===== src/shared/ortsm_pkg.sv =====
package ortsm_pkg;

    // ==========================================================
    // Register map
    localparam logic [7:0] ORTSM_ADDR_CTRL = 8'h00;
    localparam logic [7:0] ORTSM_ADDR_OVR_CFG = 8'h04;
    localparam logic [7:0] ORTSM_ADDR_THRESH = 8'h08;
    localparam logic [7:0] ORTSM_ADDR_STATUS = 8'h0C;

    // ==========================================================
    // Field positions
    localparam int ORTSM_CTRL_TS_EN_BIT = 0;
    localparam int ORTSM_CTRL_SINGLE_BIT = 1;
    localparam int ORTSM_CTRL_BYTE_BIT = 2;
    localparam int ORTSM_CTRL_MODE_LSB = 4;
    localparam int ORTSM_THR_HI_LSB = 0;
    localparam int ORTSM_THR_LO_LSB = 8;
    localparam int ORTSM_STAT_PULSE_LSB = 0;
    localparam int ORTSM_STAT_EMB_LSB = 4;
    localparam int ORTSM_STAT_TS_BIT = 8;
    localparam int ORTSM_STAT_SREF_LSB = 16;

    // ==========================================================
    // Reset values
    localparam logic [31:0] ORTSM_CTRL_RST = 32'h0000_0000;
    localparam logic [2:0] ORTSM_HOLD_RST = 3'h0;
    localparam logic [7:0] ORTSM_THR_HI_RST = 8'hE4;
    localparam logic [7:0] ORTSM_THR_LO_RST = 8'h40;

    // ==========================================================
    // Timing counts and modes
    localparam int ORTSM_PULSE_BASE = 8;
    localparam int ORTSM_PULSE_W = 11;
    localparam int ORTSM_WIN_W = 8;
    localparam int ORTSM_MARK_LAT = 2;
    localparam logic [3:0] ORTSM_MODE_DECIM_FIRST = 4'h8;

    typedef logic [3:0] ortsm_mode_t;

    // Magnitude for threshold compare; the most negative code saturates
    function automatic logic [7:0] ortsm_abs_top8(input logic [11:0] s);
        logic [10:0] mag;
        mag = 11'h000;
        if (s == 12'h800) begin
            mag = 11'h7FF;
        end else if (s[11]) begin
            mag = 11'((~s) + 12'h001);
        end else begin
            mag = s[10:0];
        end
        return mag[10:3];
    endfunction

    function automatic logic ortsm_mode_decim(input ortsm_mode_t m);
        return m >= ORTSM_MODE_DECIM_FIRST;
    endfunction

endpackage

===== src/shared/ortsm_ovr_if.sv =====
`timescale 1ns/1ps
interface ortsm_ovr_if;
    logic [2:0] overrange_hold_select;
    logic [7:0] high_level_threshold;
    logic [7:0] low_level_threshold;
    logic [11:0] sample;
    logic sample_valid;
    logic pulse_hi;
    logic pulse_lo;
    logic emb_hi;
    logic emb_lo;

    modport mon (
        input overrange_hold_select,
        input high_level_threshold,
        input low_level_threshold,
        input sample,
        input sample_valid,
        output pulse_hi,
        output pulse_lo,
        output emb_hi,
        output emb_lo
    );
    modport ctl (
        output overrange_hold_select,
        output high_level_threshold,
        output low_level_threshold,
        output sample,
        output sample_valid,
        input pulse_hi,
        input pulse_lo,
        input emb_hi,
        input emb_lo
    );
endinterface


===== src/design/ortsm_marker.sv =====
`timescale 1ns/1ps
module ortsm_marker #(
    parameter int LAT = 2
) (
    input wire logic core_clk,
    input wire logic rst,
    input wire logic marker_input,
    input wire logic [11:0] rise_sample,
    input wire logic [11:0] fall_sample,
    output logic marker_q,
    output logic [11:0] rise_q,
    output logic [11:0] fall_q
);
    // Marker is resynchronised; the sample path is delayed by the same stages
    // so the marked sample is the one taken alongside the trigger.
    logic [LAT-1:0] mark_pipe_reg;
    logic [11:0] rise_pipe_reg [LAT];
    logic [11:0] fall_pipe_reg [LAT];

    always_ff @(posedge core_clk or posedge rst) begin
        if (rst) begin
            mark_pipe_reg <= '0;
        end else begin
            mark_pipe_reg <= {mark_pipe_reg[LAT-2:0], marker_input};
        end
    end

    always_ff @(posedge core_clk or posedge rst) begin
        if (rst) begin
            for (int i = 0; i < LAT; i++) begin
                rise_pipe_reg[i] <= 12'h000;
                fall_pipe_reg[i] <= 12'h000;
            end
        end else begin
            rise_pipe_reg[0] <= rise_sample;
            fall_pipe_reg[0] <= fall_sample;
            for (int i = 1; i < LAT; i++) begin
                rise_pipe_reg[i] <= rise_pipe_reg[i-1];
                fall_pipe_reg[i] <= fall_pipe_reg[i-1];
            end
        end
    end

    assign marker_q = mark_pipe_reg[LAT-1];
    assign rise_q = rise_pipe_reg[LAT-1];
    assign fall_q = fall_pipe_reg[LAT-1];
endmodule


===== src/design/ortsm_ovr_mon.sv =====
`timescale 1ns/1ps
module ortsm_ovr_mon (
    input wire logic core_clk,
    input wire logic rst,
    ortsm_ovr_if.mon bus
);
    import ortsm_pkg::*;

    logic [7:0] mag;
    logic hit_hi;
    logic hit_lo;
    logic [ORTSM_PULSE_W-1:0] pulse_len;
    logic [ORTSM_WIN_W-1:0] win_len;
    logic [ORTSM_PULSE_W-1:0] cnt_hi_reg;
    logic [ORTSM_PULSE_W-1:0] cnt_lo_reg;
    logic [ORTSM_WIN_W-1:0] win_reg;
    logic acc_hi_reg;
    logic acc_lo_reg;
    logic emb_hi_reg;
    logic emb_lo_reg;

    assign mag = ortsm_abs_top8(bus.sample);
    assign hit_hi = bus.sample_valid && (mag >= bus.high_level_threshold);
    assign hit_lo = bus.sample_valid && (mag >= bus.low_level_threshold);
    assign pulse_len = ORTSM_PULSE_W'(ORTSM_PULSE_BASE)
        << bus.overrange_hold_select;
    assign win_len = ORTSM_WIN_W'(1) << bus.overrange_hold_select;

    // ==========================================================
    // Stretched status: restarts on every event, so length counts from the last one
    always_ff @(posedge core_clk or posedge rst) begin
        if (rst) begin
            cnt_hi_reg <= '0;
            cnt_lo_reg <= '0;
        end else begin
            if (hit_hi) begin
                cnt_hi_reg <= pulse_len;
            end else if (cnt_hi_reg != '0) begin
                cnt_hi_reg <= cnt_hi_reg - 1'b1;
            end
            if (hit_lo) begin
                cnt_lo_reg <= pulse_len;
            end else if (cnt_lo_reg != '0) begin
                cnt_lo_reg <= cnt_lo_reg - 1'b1;
            end
        end
    end

    // ==========================================================
    // Embedded flags: result of the last complete window of converter samples
    always_ff @(posedge core_clk or posedge rst) begin
        if (rst) begin
            win_reg <= '0;
            acc_hi_reg <= 1'b0;
            acc_lo_reg <= 1'b0;
            emb_hi_reg <= 1'b0;
            emb_lo_reg <= 1'b0;
        end else if (bus.sample_valid) begin
            if (win_reg + 1'b1 >= win_len) begin
                win_reg <= '0;
                emb_hi_reg <= acc_hi_reg | hit_hi;
                emb_lo_reg <= acc_lo_reg | hit_lo;
                acc_hi_reg <= 1'b0;
                acc_lo_reg <= 1'b0;
            end else begin
                win_reg <= win_reg + 1'b1;
                acc_hi_reg <= acc_hi_reg | hit_hi;
                acc_lo_reg <= acc_lo_reg | hit_lo;
            end
        end
    end

    assign bus.pulse_hi = cnt_hi_reg != '0;
    assign bus.pulse_lo = cnt_lo_reg != '0;
    assign bus.emb_hi = emb_hi_reg;
    assign bus.emb_lo = emb_lo_reg;
endmodule


===== src/design/ortsm_top.sv =====
// Decided for this implementation: the register offsets and strobed register access.
`timescale 1ns/1ps
module ortsm_top (
    input wire logic core_clk,
    input wire logic rst,
    input wire logic [7:0] reg_addr,
    input wire logic [31:0] reg_wdata,
    input wire logic reg_wr,
    input wire logic reg_rd,
    output logic [31:0] reg_rdata,
    input wire logic [11:0] conv_rise_sample,
    input wire logic [11:0] conv_fall_sample,
    input wire logic marker_input,
    input wire logic ddc_valid,
    input wire logic [15:0] ddc_a_i,
    input wire logic [15:0] ddc_a_q,
    input wire logic [15:0] ddc_b_i,
    input wire logic [15:0] ddc_b_q,
    input wire logic sysref_in,
    output logic chan_a_high_flag_out,
    output logic chan_a_low_flag_out,
    output logic chan_b_high_flag_out,
    output logic chan_b_low_flag_out,
    output logic [11:0] out_rise_sample,
    output logic [11:0] out_fall_sample,
    output logic out_cplx_valid,
    output logic [15:0] out_a_i,
    output logic [15:0] out_a_q,
    output logic [15:0] out_b_i,
    output logic [15:0] out_b_q,
    output logic sysref_capture,
    output ortsm_pkg::ortsm_mode_t link_mode_select
);
    import ortsm_pkg::*;

    logic timestamp_en_reg;
    logic single_chan_reg;
    logic byte_mode_reg;
    ortsm_mode_t mode_reg;
    logic [2:0] hold_reg;
    logic [7:0] thr_hi_reg;
    logic [7:0] thr_lo_reg;
    logic sysref_q_reg;
    logic sysref_prev_reg;
    logic [15:0] sysref_cnt_reg;
    logic ts_active;
    logic marker_q;
    logic [11:0] rise_q;
    logic [11:0] fall_q;
    logic [31:0] status_word;

    ortsm_ovr_if mon_a ();
    ortsm_ovr_if mon_b ();

    // ==========================================================
    // Register bus
    always_ff @(posedge core_clk or posedge rst) begin
        if (rst) begin
            timestamp_en_reg <= ORTSM_CTRL_RST[ORTSM_CTRL_TS_EN_BIT];
            single_chan_reg <= ORTSM_CTRL_RST[ORTSM_CTRL_SINGLE_BIT];
            byte_mode_reg <= ORTSM_CTRL_RST[ORTSM_CTRL_BYTE_BIT];
            mode_reg <= ORTSM_CTRL_RST[ORTSM_CTRL_MODE_LSB +: 4];
        end else if (reg_wr && reg_addr == ORTSM_ADDR_CTRL) begin
            timestamp_en_reg <= reg_wdata[ORTSM_CTRL_TS_EN_BIT];
            single_chan_reg <= reg_wdata[ORTSM_CTRL_SINGLE_BIT];
            byte_mode_reg <= reg_wdata[ORTSM_CTRL_BYTE_BIT];
            mode_reg <= reg_wdata[ORTSM_CTRL_MODE_LSB +: 4];
        end
    end

    always_ff @(posedge core_clk or posedge rst) begin
        if (rst) begin
            hold_reg <= ORTSM_HOLD_RST;
            thr_hi_reg <= ORTSM_THR_HI_RST;
            thr_lo_reg <= ORTSM_THR_LO_RST;
        end else if (reg_wr) begin
            if (reg_addr == ORTSM_ADDR_OVR_CFG) begin
                hold_reg <= reg_wdata[2:0];
            end
            if (reg_addr == ORTSM_ADDR_THRESH) begin
                thr_hi_reg <= reg_wdata[ORTSM_THR_HI_LSB +: 8];
                thr_lo_reg <= reg_wdata[ORTSM_THR_LO_LSB +: 8];
            end
        end
    end

    always_comb begin
        status_word = 32'h0000_0000;
        status_word[ORTSM_STAT_PULSE_LSB +: 4] = {chan_b_low_flag_out, chan_b_high_flag_out,
                                                  chan_a_low_flag_out, chan_a_high_flag_out};
        status_word[ORTSM_STAT_EMB_LSB +: 4] = {mon_b.emb_lo, mon_b.emb_hi,
                                                mon_a.emb_lo, mon_a.emb_hi};
        status_word[ORTSM_STAT_TS_BIT] = ts_active;
        status_word[ORTSM_STAT_SREF_LSB +: 16] = sysref_cnt_reg;
    end

    always_ff @(posedge core_clk or posedge rst) begin
        if (rst) begin
            reg_rdata <= 32'h0000_0000;
        end else if (reg_rd) begin
            case (reg_addr)
                ORTSM_ADDR_CTRL: begin
                    reg_rdata <= {24'h000000, mode_reg, 1'b0, byte_mode_reg,
                                  single_chan_reg, timestamp_en_reg};
                end
                ORTSM_ADDR_OVR_CFG: begin
                    reg_rdata <= {29'h00000000, hold_reg};
                end
                ORTSM_ADDR_THRESH: begin
                    reg_rdata <= {16'h0000, thr_lo_reg, thr_hi_reg};
                end
                ORTSM_ADDR_STATUS: begin
                    reg_rdata <= status_word;
                end
                default: begin
                    reg_rdata <= 32'h0000_0000;
                end
            endcase
        end else begin
            reg_rdata <= 32'h0000_0000;
        end
    end

    // ==========================================================
    // Overrange monitors: in every mode, single-channel or not, channel B watches the
    // falling-edge samples, so each threshold appears on two outputs.
    assign mon_a.overrange_hold_select = hold_reg;
    assign mon_a.high_level_threshold = thr_hi_reg;
    assign mon_a.low_level_threshold = thr_lo_reg;
    assign mon_a.sample = conv_rise_sample;
    assign mon_a.sample_valid = 1'b1;
    assign mon_b.overrange_hold_select = hold_reg;
    assign mon_b.high_level_threshold = thr_hi_reg;
    assign mon_b.low_level_threshold = thr_lo_reg;
    assign mon_b.sample = conv_fall_sample;
    assign mon_b.sample_valid = 1'b1;

    ortsm_ovr_mon u_mon_a (
        .core_clk(core_clk),
        .rst(rst),
        .bus(mon_a)
    );

    ortsm_ovr_mon u_mon_b (
        .core_clk(core_clk),
        .rst(rst),
        .bus(mon_b)
    );

    always_ff @(posedge core_clk or posedge rst) begin
        if (rst) begin
            chan_a_high_flag_out <= 1'b0;
            chan_a_low_flag_out <= 1'b0;
            chan_b_high_flag_out <= 1'b0;
            chan_b_low_flag_out <= 1'b0;
        end else begin
            chan_a_high_flag_out <= mon_a.pulse_hi;
            chan_a_low_flag_out <= mon_a.pulse_lo;
            chan_b_high_flag_out <= mon_b.pulse_hi;
            chan_b_low_flag_out <= mon_b.pulse_lo;
        end
    end

    // ==========================================================
    // Complex samples carry the embedded flags in their LSB
    always_ff @(posedge core_clk or posedge rst) begin
        if (rst) begin
            out_cplx_valid <= 1'b0;
            out_a_i <= 16'h0000;
            out_a_q <= 16'h0000;
            out_b_i <= 16'h0000;
            out_b_q <= 16'h0000;
        end else begin
            out_cplx_valid <= ddc_valid && ortsm_mode_decim(mode_reg);
            if (ddc_valid) begin
                out_a_i <= {ddc_a_i[15:1], mon_a.emb_hi};
                out_a_q <= {ddc_a_q[15:1], mon_a.emb_lo};
                out_b_i <= {ddc_b_i[15:1], mon_b.emb_hi};
                out_b_q <= {ddc_b_q[15:1], mon_b.emb_lo};
            end
        end
    end

    // ==========================================================
    // Timestamp marking
    assign ts_active = timestamp_en_reg && !ortsm_mode_decim(mode_reg);

    ortsm_marker #(
        .LAT(ORTSM_MARK_LAT)
    ) u_marker (
        .core_clk(core_clk),
        .rst(rst),
        .marker_input(marker_input),
        .rise_sample(conv_rise_sample),
        .fall_sample(conv_fall_sample),
        .marker_q(marker_q),
        .rise_q(rise_q),
        .fall_q(fall_q)
    );

    // Both samples of a clock share one marker sample; finer marking than
    // one device clock is not resolved here.
    always_ff @(posedge core_clk or posedge rst) begin
        if (rst) begin
            out_rise_sample <= 12'h000;
            out_fall_sample <= 12'h000;
        end else if (!ts_active) begin
            out_rise_sample <= rise_q;
            out_fall_sample <= single_chan_reg ? fall_q : fall_q;
        end else if (byte_mode_reg) begin
            out_rise_sample <= {rise_q[11:5], marker_q, 4'h0};
            out_fall_sample <= {fall_q[11:5], marker_q, 4'h0};
        end else begin
            out_rise_sample <= {rise_q[11:1], marker_q};
            out_fall_sample <= {fall_q[11:1], marker_q};
        end
    end

    // ==========================================================
    // Reference capture, all on core_clk rising edge
    always_ff @(posedge core_clk or posedge rst) begin
        if (rst) begin
            sysref_q_reg <= 1'b0;
            sysref_prev_reg <= 1'b0;
            sysref_capture <= 1'b0;
            sysref_cnt_reg <= 16'h0000;
        end else begin
            sysref_q_reg <= sysref_in;
            sysref_prev_reg <= sysref_q_reg;
            sysref_capture <= sysref_q_reg && !sysref_prev_reg;
            if (sysref_q_reg && !sysref_prev_reg) begin
                sysref_cnt_reg <= sysref_cnt_reg + 16'h0001;
            end
        end
    end

    always_ff @(posedge core_clk or posedge rst) begin
        if (rst) begin
            link_mode_select <= 4'h0;
        end else begin
            link_mode_select <= mode_reg;
        end
    end
endmodule


===== config.mk =====
export PLATFORM = sky130hd
export DESIGN_NAME = ortsm_top
export DESIGN_NICKNAME = d
export VERILOG_FILES = /design/src/shared/ortsm_pkg.sv /design/src/shared/ortsm_ovr_if.sv /design/src/design/ortsm_marker.sv /design/src/design/ortsm_ovr_mon.sv /design/src/design/ortsm_top.sv
export SDC_FILE = /design/constraint.sdc
export NUM_CORES = 1
export LEC_CHECK = 0
export ABC_AREA = 1
export BUFFER_PORTS_ARGS = -buffer_cell sky130_fd_sc_hd__buf_4
export CAP_MARGIN = 20
export CORE_MARGIN = 2
export CORE_UTILIZATION = 50
export CTS_CLUSTER_SIZE = 8
export DETAILED_ROUTE_END_ITERATION = 6
export PLACE_DENSITY = 0.81
export SLEW_MARGIN = 0
export SYNTH_ARGS = -nofsm -noshare
export SYNTH_HDL_FRONTEND = slang
export SYNTH_SLANG_ARGS = --single-unit

===== constraint.sdc =====
create_clock -name core_clk -period 8.8 [get_ports core_clk]
set_input_delay 0.44 -clock core_clk [delete_from_list [all_inputs] [get_ports core_clk]]
set_output_delay 0.44 -clock core_clk [all_outputs]
set_load 0.005 [all_outputs]

Yosys cells after proc, flatten, opt, wreduce, memory -nomap -nowiden
Cells that the tools add are included.

Output and inout bits: 130. Register bits: 292. Input bits: 135.

Add/subtract/negate cells: 9. Eq/ne operators: 5. Reductions and logical operators: 17. Bitwise operators: 6. Shifts and indexed selects: 2. Order comparisons: 7. Mux-type cells: 24.

Operator list (count): $mux 11 (12); $pmux 32 s4 (1); $ge 8x8->1 (6); $reduce_bool 11->1 (4); $sub 11x1->11 const B (4); $mux 32 (1); $eq 12x12->1 const B (2); $add 11x1->11 const B (2); $not 11->11 (2); $mux 5 (4); $add 16x1->16 const B (1); $add 8x1->8 const B (2); $eq 8x4->1 const B (2); $mux 8 (2); $shl 4x3->11 const A (1); $eq 8x3->1 const B (1); $logic_not 8->1 (1); $reduce_bool 2->1 (4); $shl 1x3->8 const A (1); $ge 4x4->1 const B (1); $logic_and 1x1->1 (4); $mux 1 (4); $or 1x1->1 (4); $reduce_and 2->1 (2); $logic_not 1->1 (2).

Logic depth before layout (Yosys ltp)
Gate-level depths: netlist of the first run.

Depth in word-level cells: 7. Depth in mapped cells: 20. Gate-level depth less buffers: 19.

Hierarchy
A second synthesis of the first run with hierarchy kept.

Cells, all modules: 1464. Area, all modules: 13709.4 um^2.

Modules (own cells, without submodules): ortsm_top (area each 6586.3 um^2, cells an instance 550, instances 1); ortsm_ovr_mon (u_mon_a) (area each 2849.0 um^2, cells an instance 418, instances 1); ortsm_ovr_mon (u_mon_b) (area each 2839.0 um^2, cells an instance 421, instances 1); ortsm_marker (area each 1435.1 um^2, cells an instance 75, instances 1).

Worst setup path before layout of the first run
Ideal clock, no wire load.

Path kind: input port to flip-flop. From: in conv_fall_sample[1]. To: reg u_mon_b.cnt_lo_reg[7]. Setup time: 0.125 ns. Slack: 6.482 ns. Arrival time: 2.193 ns. Buffers on the path: 1. Stages: 14. Data required time: 8.675 ns. Cells stage by stage: nor2_1 nand3_1 inv_1 nand2_1 o211ai_1 nand3_1 ha_1 a21oi_1 nor2_1 nor2_4 nand2_1 buf_2 nand2_1 nand3_1.

Word-level cells in the longest chain between the ends: 6. Elaborated cells between the ends (all ways): 8. Those cells by class: 1 x add/sub; 1 x order compare; 1 x eq/ne; 3 x mux; 1 x bitwise; 1 x reduce/logical.

Ends and longest elaborated chain: start, declared (RTL line ortsm_top.sv:12) `input wire logic [11:0] conv_fall_sample,`; $not 11->11 (RTL line ortsm_pkg.sv:47) `mag = 11'((~s) + 12'h001);`; $add 11x1->11 (RTL line ortsm_pkg.sv:47); $mux 11 (RTL line ortsm_pkg.sv:46) `end else if (s[11]) begin`; $mux 11 * (RTL line ortsm_pkg.sv:44) `if (s == 12'h800) begin`; $ge 8x8->1 * (RTL line ortsm_ovr_mon.sv:24) `assign hit_lo = bus.sample_valid && (mag >= bus.low_level_threshold);`; $mux 11 or $reduce_bool 2->1 (tied branches); end signal, assigned (RTL line ortsm_ovr_mon.sv:42) `cnt_lo_reg <= pulse_len;`; end signal, assigned (RTL line ortsm_ovr_mon.sv:44) `cnt_lo_reg <= cnt_lo_reg - 1'b1;`; end, declared (RTL line ortsm_ovr_mon.sv:15) `logic [ORTSM_PULSE_W-1:0] cnt_lo_reg;`.

Mark *: on every way between the ends. The rest lies on a longest branch, timed or not. A chain may end at the register's enable or synchronous reset.

Final worst setup path of the first run
From: reg hold_reg[0]. To: reg u_mon_a.acc_hi_reg.

Word-level cells in the longest chain between the ends: 3.

Ends and longest elaborated chain: start, declared (RTL line ortsm_top.sv:40) `logic [2:0] hold_reg;`; start signal, assigned (RTL line ortsm_top.sv:78) `hold_reg <= reg_wdata[2:0];`; $shl 1x3->8 (RTL line ortsm_ovr_mon.sv:27) `assign win_len = ORTSM_WIN_W'(1) << bus.overrange_hold_select;`; $ge 8x8->1 (RTL line ortsm_ovr_mon.sv:59) `if (win_reg + 1'b1 >= win_len) begin`; $mux 1 (RTL line ortsm_ovr_mon.sv:59); end signal, assigned (RTL line ortsm_ovr_mon.sv:67) `acc_hi_reg <= acc_hi_reg | hit_hi;`; end, declared (RTL line ortsm_ovr_mon.sv:17) `logic acc_hi_reg;`.

No other way between the ends.

==> reports/qor.csv, run 1 <==
metric;value;unit
status;finished clean;
period utilization;33.7;%
PD cells;254;nW/um^2
Top reg by flops;reg_rdata;
Fmax;0.337;GHz
Comb pwr share;23.6;%
final WL;32.1;mm
most used routing layer;met2;
NetSw;1.29;mW
Num CTS Buffers;42;
CTS root buffer;clkbuf_16;
synthesis-stage register bit count;292;
Detail Placement HPWL;23.1;mm
YS warnings;0;
Top Ports;265;
Finish-stage setup viols;0;
initial core utilization;50.6;%
initial DRC count;824;
vias in the first global route;10300;
Largest register FFs;32;
Mean Syn Cell Area;9.64;um^2
CTS max path bufs;3;
Crit Path Max Fanout;11;
sw frac;30.8;%
Setup WS post-layout;5.83;ns
Port Buffers;244;
setup_tns;0;ns
Final Hold Violating Endpoints;0;
Area contributors post-synth;dfrtp_1 55%, nand2_1 8.9%, mux2_2 5.5%;
Seq pwr share;41.4;%
clk sinks;292;
final slew viol count;0;
Worst setup SP type;register;
share of cells above drive strength 1;24.0;%
Synth Instances;1356;
Final nets;1811;
Leak Pwr;8.59;nW
Pre-antenna DRT Iters;5;
class of the worst hold path;in2reg;
synth unique cells;42;
DR vias;10200;
DP Area;15200;um^2
overall power;4.17;mW
GPL Wtd Cong;0.907;
Synth area leader;dfrtp_1;
syn_nets;1546;
die area;27500;um^2
initial antenna violation count;2;
vias per inst;5.17;
met2 Use GR;41.5;%
Post-CTS Setup Repair Bufs;0;
peak supply drop;0.144;mV
Max-slew headroom;33.3;%
Final Critical Period;2.97;ns
commonest non-fill, non-tap cell in the layout;nand2_1;
Die X;166;um
drc violations;0;
mapped cell area;13100;um^2
R2R Setup Slk;5.83;ns
Placement Setup Slack;5.62;ns
critical path class;reg2reg;
CTS tree;yes;
grt ovf;0;
EDFF count, synth;0;
clock power share;35.0;%
Clock transition at path regs;0.05;ns
crit path DAT;3.44;ns
Die Span Y;166;um
crit end category;register;
Final Cell Area;16400;um^2
Layout fillers;1940;
Post-CTS Resized;0;
cts hold-fix bufs;0;
Hold Slack;0.0233;ns
remaining antenna violation count;0;
Internal;2.89;mW
routed len/inst;16.2;um
largest net degree at the start of global routing;169;
Post-synth ARST share;100;%
post-synth top area share;54.9;%
Crit path required time;9.28;ns
P&R area growth vs syn;25.5;%
Worst-Skew Late Latency;0.53;ns
GRT Overall Usage;23.6;%
H-tree Lvls;2;
met1 usage;28.4;%
Tightest Pin Transition;0.992;ns
most common flop cell mapped by yosys;dfrtp_1;
met3 Use GR;4.13;%
post-synthesis sequential area ratio;55.9;%
num rows;59;
most frequent cells in the layout;310 x nand2_1, 287 x dfrtp_1, 245 x buf_4;
RSZ-0062 raised after global routing;false;
Worst Skew;0.0154;ns
core footprint;25800;um^2
max cap viols;0;
first-pass GRT wire length;52.0;mm
critical path: stages, from the launching register on:
cell and delay [ns]:
dfrtp_1 0.42, inv_1 0.13, nor3_1 0.70, inv_1 0.26, ha_1 0.39, a21oi_1 0.15
o21ai_0 0.09, nand2_1 0.10, nand3_1 0.33, inv_1 0.20, nand2_1 0.08, inv_1 0.06
power groups by stage:
stage | clock network [mW] | registers [mW] | logic (mW)
after floorplan | 0 | 1.71 | 0.704
after global placement | 0 | 1.73 | 0.931
after detailed placement | 0 | 1.74 | 0.980
after CTS | 1.48 | 1.73 | 0.991
after global routing | 1.56 | 1.75 | 1.13
final | 1.46 | 1.73 | 0.986
layout make-up:
class,count,area (um^2),share of cell area [%]
Antenna cell,2,5.00,0.0305
Clock buffer,55,1100,6.70
Clock inverter,4,86.3,0.526
Inverter,174,661,4.03
Multi-Input combinational cell,865,4970,30.3
Sequential cell,292,7310,44.6
Tap cell,335,419,2.55
Timing Repair Buffer,246,1860,11.3
Yosys cell counts (4+ instances only):
cell type and instances:
a21oi_1 25, buf_2 17, buf_4 4, dfrtp_1 287, dfstp_2 5, ha_1 55, inv_1 171, mux2_2 64
nand2_1 310, nand3_1 64, nand3b_1 8, nand4_1 21, nor2_1 143, nor2_2 5, nor3_1 31, nor3_2 6
o21a_1 4, o21ai_0 49, or2_2 4, xnor2_1 12, xor2_1 37
cell families after synthesis:
logic type	Yosys count	share of synthesized area, %
flops	292	55.9
buf+inv	199	6.05
xor+xnor	49	3.28
mux	65	5.59
compound gates	89	3.64
simple gates	607	20.2
fa+ha+maj	55	5.26
metrics by stage:
stage | utilization [%] | instances
after floorplan | - | 1356
after global placement | 58.9 | 1912
after detailed placement | 58.9 | 1912
after CTS | 63.5 | 1971
after global routing | 63.5 | 1973
final | 63.5 | 1973
per-layer routing:
metal | vias to the layer above | share of wire, %
li1 | 4837 | -
met1 | 4871 | 39
met2 | 414 | 51
met3 | 77 | 6.1
met4 | 0 | 4.0
met5 | - | 0
worst paths after layout:
kind,startpoint,endpoint,cells after the start
min in group asynchronous,rst,out_b_q[13]$_DFFE_PP0P_,2
max in group asynchronous,rst,u_mon_a.cnt_hi_reg[7]$_DFFE_PP0P_,3
min,sysref_in,sysref_q_reg$_DFF_PP0_,1
max reg2reg,hold_reg[0]$_DFFE_PP0P_,u_mon_a.acc_hi_reg$_DFF_PP0_,11
max,hold_reg[0]$_DFFE_PP0P_,u_mon_a.acc_hi_reg$_DFF_PP0_,11
min reg2reg,u_marker.rise_pipe_reg[21]$_DFF_PP0_,u_marker.rise_q[9]$_DFF_PP0_,0
(Power assumes the default switching activity.)
==> run 2: changes to the inputs <==
- CORE_UTILIZATION: 50 -> 55
- PLACE_DENSITY: 0.81 -> 0.84
- clock period: 8.8 -> 2.9 ns (I/O delays scaled with it)
==> run 2 against run 1 <==
Effect of this change:
- worst hold slack better by 0.077 ns
- utilization rose by 12 points
- first-iteration DRC count up 41%
- register-to-register slack got worse by 5.7 ns
- sequential power grew to 3.1 times the previous value
- die area is 8.9% lower
- critical endpoint is now u_mon_b.win_reg[4]$_DFF_PP0_
- largest cell class unchanged
==> reports/qor.csv, run 2 (synthesis gave the netlist of run 1 again) <==
metric;value;unit;change
Critical R2R Launch;u_mon_b.win_reg[0]$_DFF_PP0_;;
Final nets;1930;;+6.6%
Worst Skew;0.0391;ns;+0.0237 ns
clk sinks;292;;unchanged
Fmax;0.363;GHz;+7.6%
num rows;56;;-5.1%
Num CTS Buffers;42;;unchanged
Tightest Pin Transition;1.10;ns;+0.110 ns
Final Critical Period;2.76;ns;-0.211 ns
vias in the first global route;12400;;+21%
FF+latch area;7310;um^2;unchanged
critical path class;reg2reg;;
drc violations;0;;unchanged
most frequent cells in the layout;306 x nand2_1, 287 x dfrtp_1, 257 x buf_4;;
Pre-antenna DRT Iters;6;;+1
status;finished clean;;
DR vias;11800;;+16%
Post-CTS Setup Repair Bufs;0;;unchanged
first-pass GRT wire length;70.0;mm;+35%
Top Ports;265;;unchanged
core footprint;23400;um^2;-9.4%
WHS Path Cells;5;;+4
die area;25000;um^2;-8.9%
H-tree Lvls;2;;unchanged
Worst Hold Launch;reg_addr[3];;
overall power;13.4;mW;+220%
CTS max path bufs;3;;unchanged
crit path DAT;3.20;ns;-0.24 ns
initial DRC count;1163;;+41%
multi-input logic area;5010;um^2;+0.83%
final slew viol count;0;;unchanged
Finish-stage setup viols;0;;unchanged
Worst setup SP type;register;;
DP Area;15300;um^2;+0.57%
period utilization;95.1;%;+61 points
P&R area growth vs syn;35.0;%;
Leak Pwr;9.11;nW;+6.1%
Crit path required time;3.34;ns;-5.94 ns
Buffers & Inverters on Critical Path;4;;unchanged
FF-to-FF path depth;14;;+3
vias per inst;5.67;;+9.7%
GPL Wtd Cong;0.918;;+1.3%
share of cells above drive strength 1;23.5;%;-0.46 points
CP top delay family;simple AND/OR/NAND/NOR gates;;
Hold Slack;0.100;ns;+0.0772 ns
Worst-Skew Late Latency;0.56;ns;+0.03 ns
Worst R2R End;u_mon_b.win_reg[4]$_DFF_PP0_;;
Largest register FFs;32;;unchanged
peak supply drop;0.456;mV;+220%
CTS root buffer;clkbuf_16;;
remaining antenna violation count;0;;unchanged
Final Cell Area;17700;um^2;+7.6%
Final Hold Violating Endpoints;0;;unchanged
CP max stage delay;0.41;ns;-0.29 ns
class of the worst hold path;in2reg;;
R2R Setup Slk;0.14;ns;-5.69 ns
routed len/inst;21.8;um;+34%
Top reg by flops;reg_rdata;;
Layout fillers;1331;;-31%
Worst Hold End;reg_rdata[31]$_DFF_PP0_;;
final WL;45.4;mm;+42%
Crit Path Max Fanout;7;;-4
Worst path slowest cell;dfrtp_1;;
max cap viols;0;;unchanged
setup_tns;0;ns;unchanged
Die Span Y;158;um;-4.5%
commonest non-fill, non-tap cell in the layout;nand2_1;;
crit-path cells;nand3_1 > or2_2 > inv_1 > nand2_1 > nand2_1 > inv_1 > ha_1 > nand2_1 > inv_1 > nor2_1 > o21a_1 > nand3_1 > buf_4 > nor2_1;;
largest net degree at the start of global routing;126;;-25%
Critical Path Stages;14;;+3
initial antenna violation count;6;;+4
grt ovf;0;;unchanged
CTS tree;yes;;
Detail Placement HPWL;23.9;mm;+3.7%
Max-slew headroom;26.4;%;-6.9 points
crit end category;register;;
Critical Path Source;u_mon_b.win_reg[0]$_DFF_PP0_;;
Port Buffers;244;;unchanged
Clock transition at path regs;0.06;ns;about the same
RSZ-0062 raised after global routing;false;;
Die X;158;um;-4.5%
GRT Overall Usage;37.5;%;+14 points
PD cells;757;nW/um^2;+200%
initial core utilization;55.9;%;+5.3 points
## run 2: cell types whose count changed in the layout (fill, tap and decap cells not counted), moves of 4 or more
cell,before,now
dlygate4sd3_1,0,106
buf_4,245,257
clkbuf_1,13,24
nand2_1,310,306
nor2_1,143,139
## run 2: stage by stage
step,util [%],setup slack [ns],std cells
floorplan,-,-1.12,1356
detailed placement,65.4,0.208,1909
CTS,75.2,0.134,2085
finish,75.4,0.143,2087
global route,75.4,0.00523,2085
global placement,65.4,0.292,1909
## run 2: final cells by class
| cell class | instances | share of cell area, % |
|---|---|---|
| Inverter | 174 | 3.74 |
| Clock inverter | 4 | 0.525 |
| Timing Repair Buffer | 365 | 17.2 |
| Antenna cell | 2 | 0.0284 |
| Multi-Input combinational cell | 865 | 28.4 |
| Clock buffer | 66 | 6.46 |
| Sequential cell | 292 | 41.4 |
| Tap cell | 319 | 2.26 |
## run 2: where the power goes
part / switching [mW] / internal, mW / leakage [nW]
Combinational: 1.97 / 1.44 / 4.97
Sequential: 0.548 / 4.75 / 3.56
Clock: 1.87 / 2.79 / 0.585
## run 2: layer usage
layer | up-vias | global-route usage (%) | share of wire [%]
met5 | - | 0 | 0.12
met4 | 8 | 28.2 | 8.4
met3 | 304 | 16.6 | 12
met2 | 815 | 58.9 | 47
met1 | 5615 | 39.8 | 33
li1 | 5097 | - | -
## run 2: worst max-delay path by stage
stage | endpoint | slack, ns
after floorplan | byte_mode_reg$_DFFE_PP0P_ | -1.12
after global placement | u_mon_a.cnt_hi_reg[4]$_DFFE_PP0P_ | 0.29
after detailed placement | u_mon_a.cnt_hi_reg[4]$_DFFE_PP0P_ | 0.21
after CTS | u_mon_a.cnt_hi_reg[4]$_DFFE_PP0P_ | 0.13
after global routing | u_mon_a.cnt_lo_reg[3]$_DFFE_PP0P_ | 0.005
final | u_mon_b.win_reg[4]$_DFF_PP0_ | 0.14
## run 2: worst min-delay path, cell delays in order
cell	delay [ns]
buf_4	0.13
inv_2	0.11
nor3_4	0.11
nand2_1	0.08
nor2_1	0.04
## run 2: timing repair
action                     4_1_cts  5_1_grt
gates resized for setup          0       14
hold endpoints to repair       366        0
setup endpoints to repair        0       28
hold buffers                   106        0
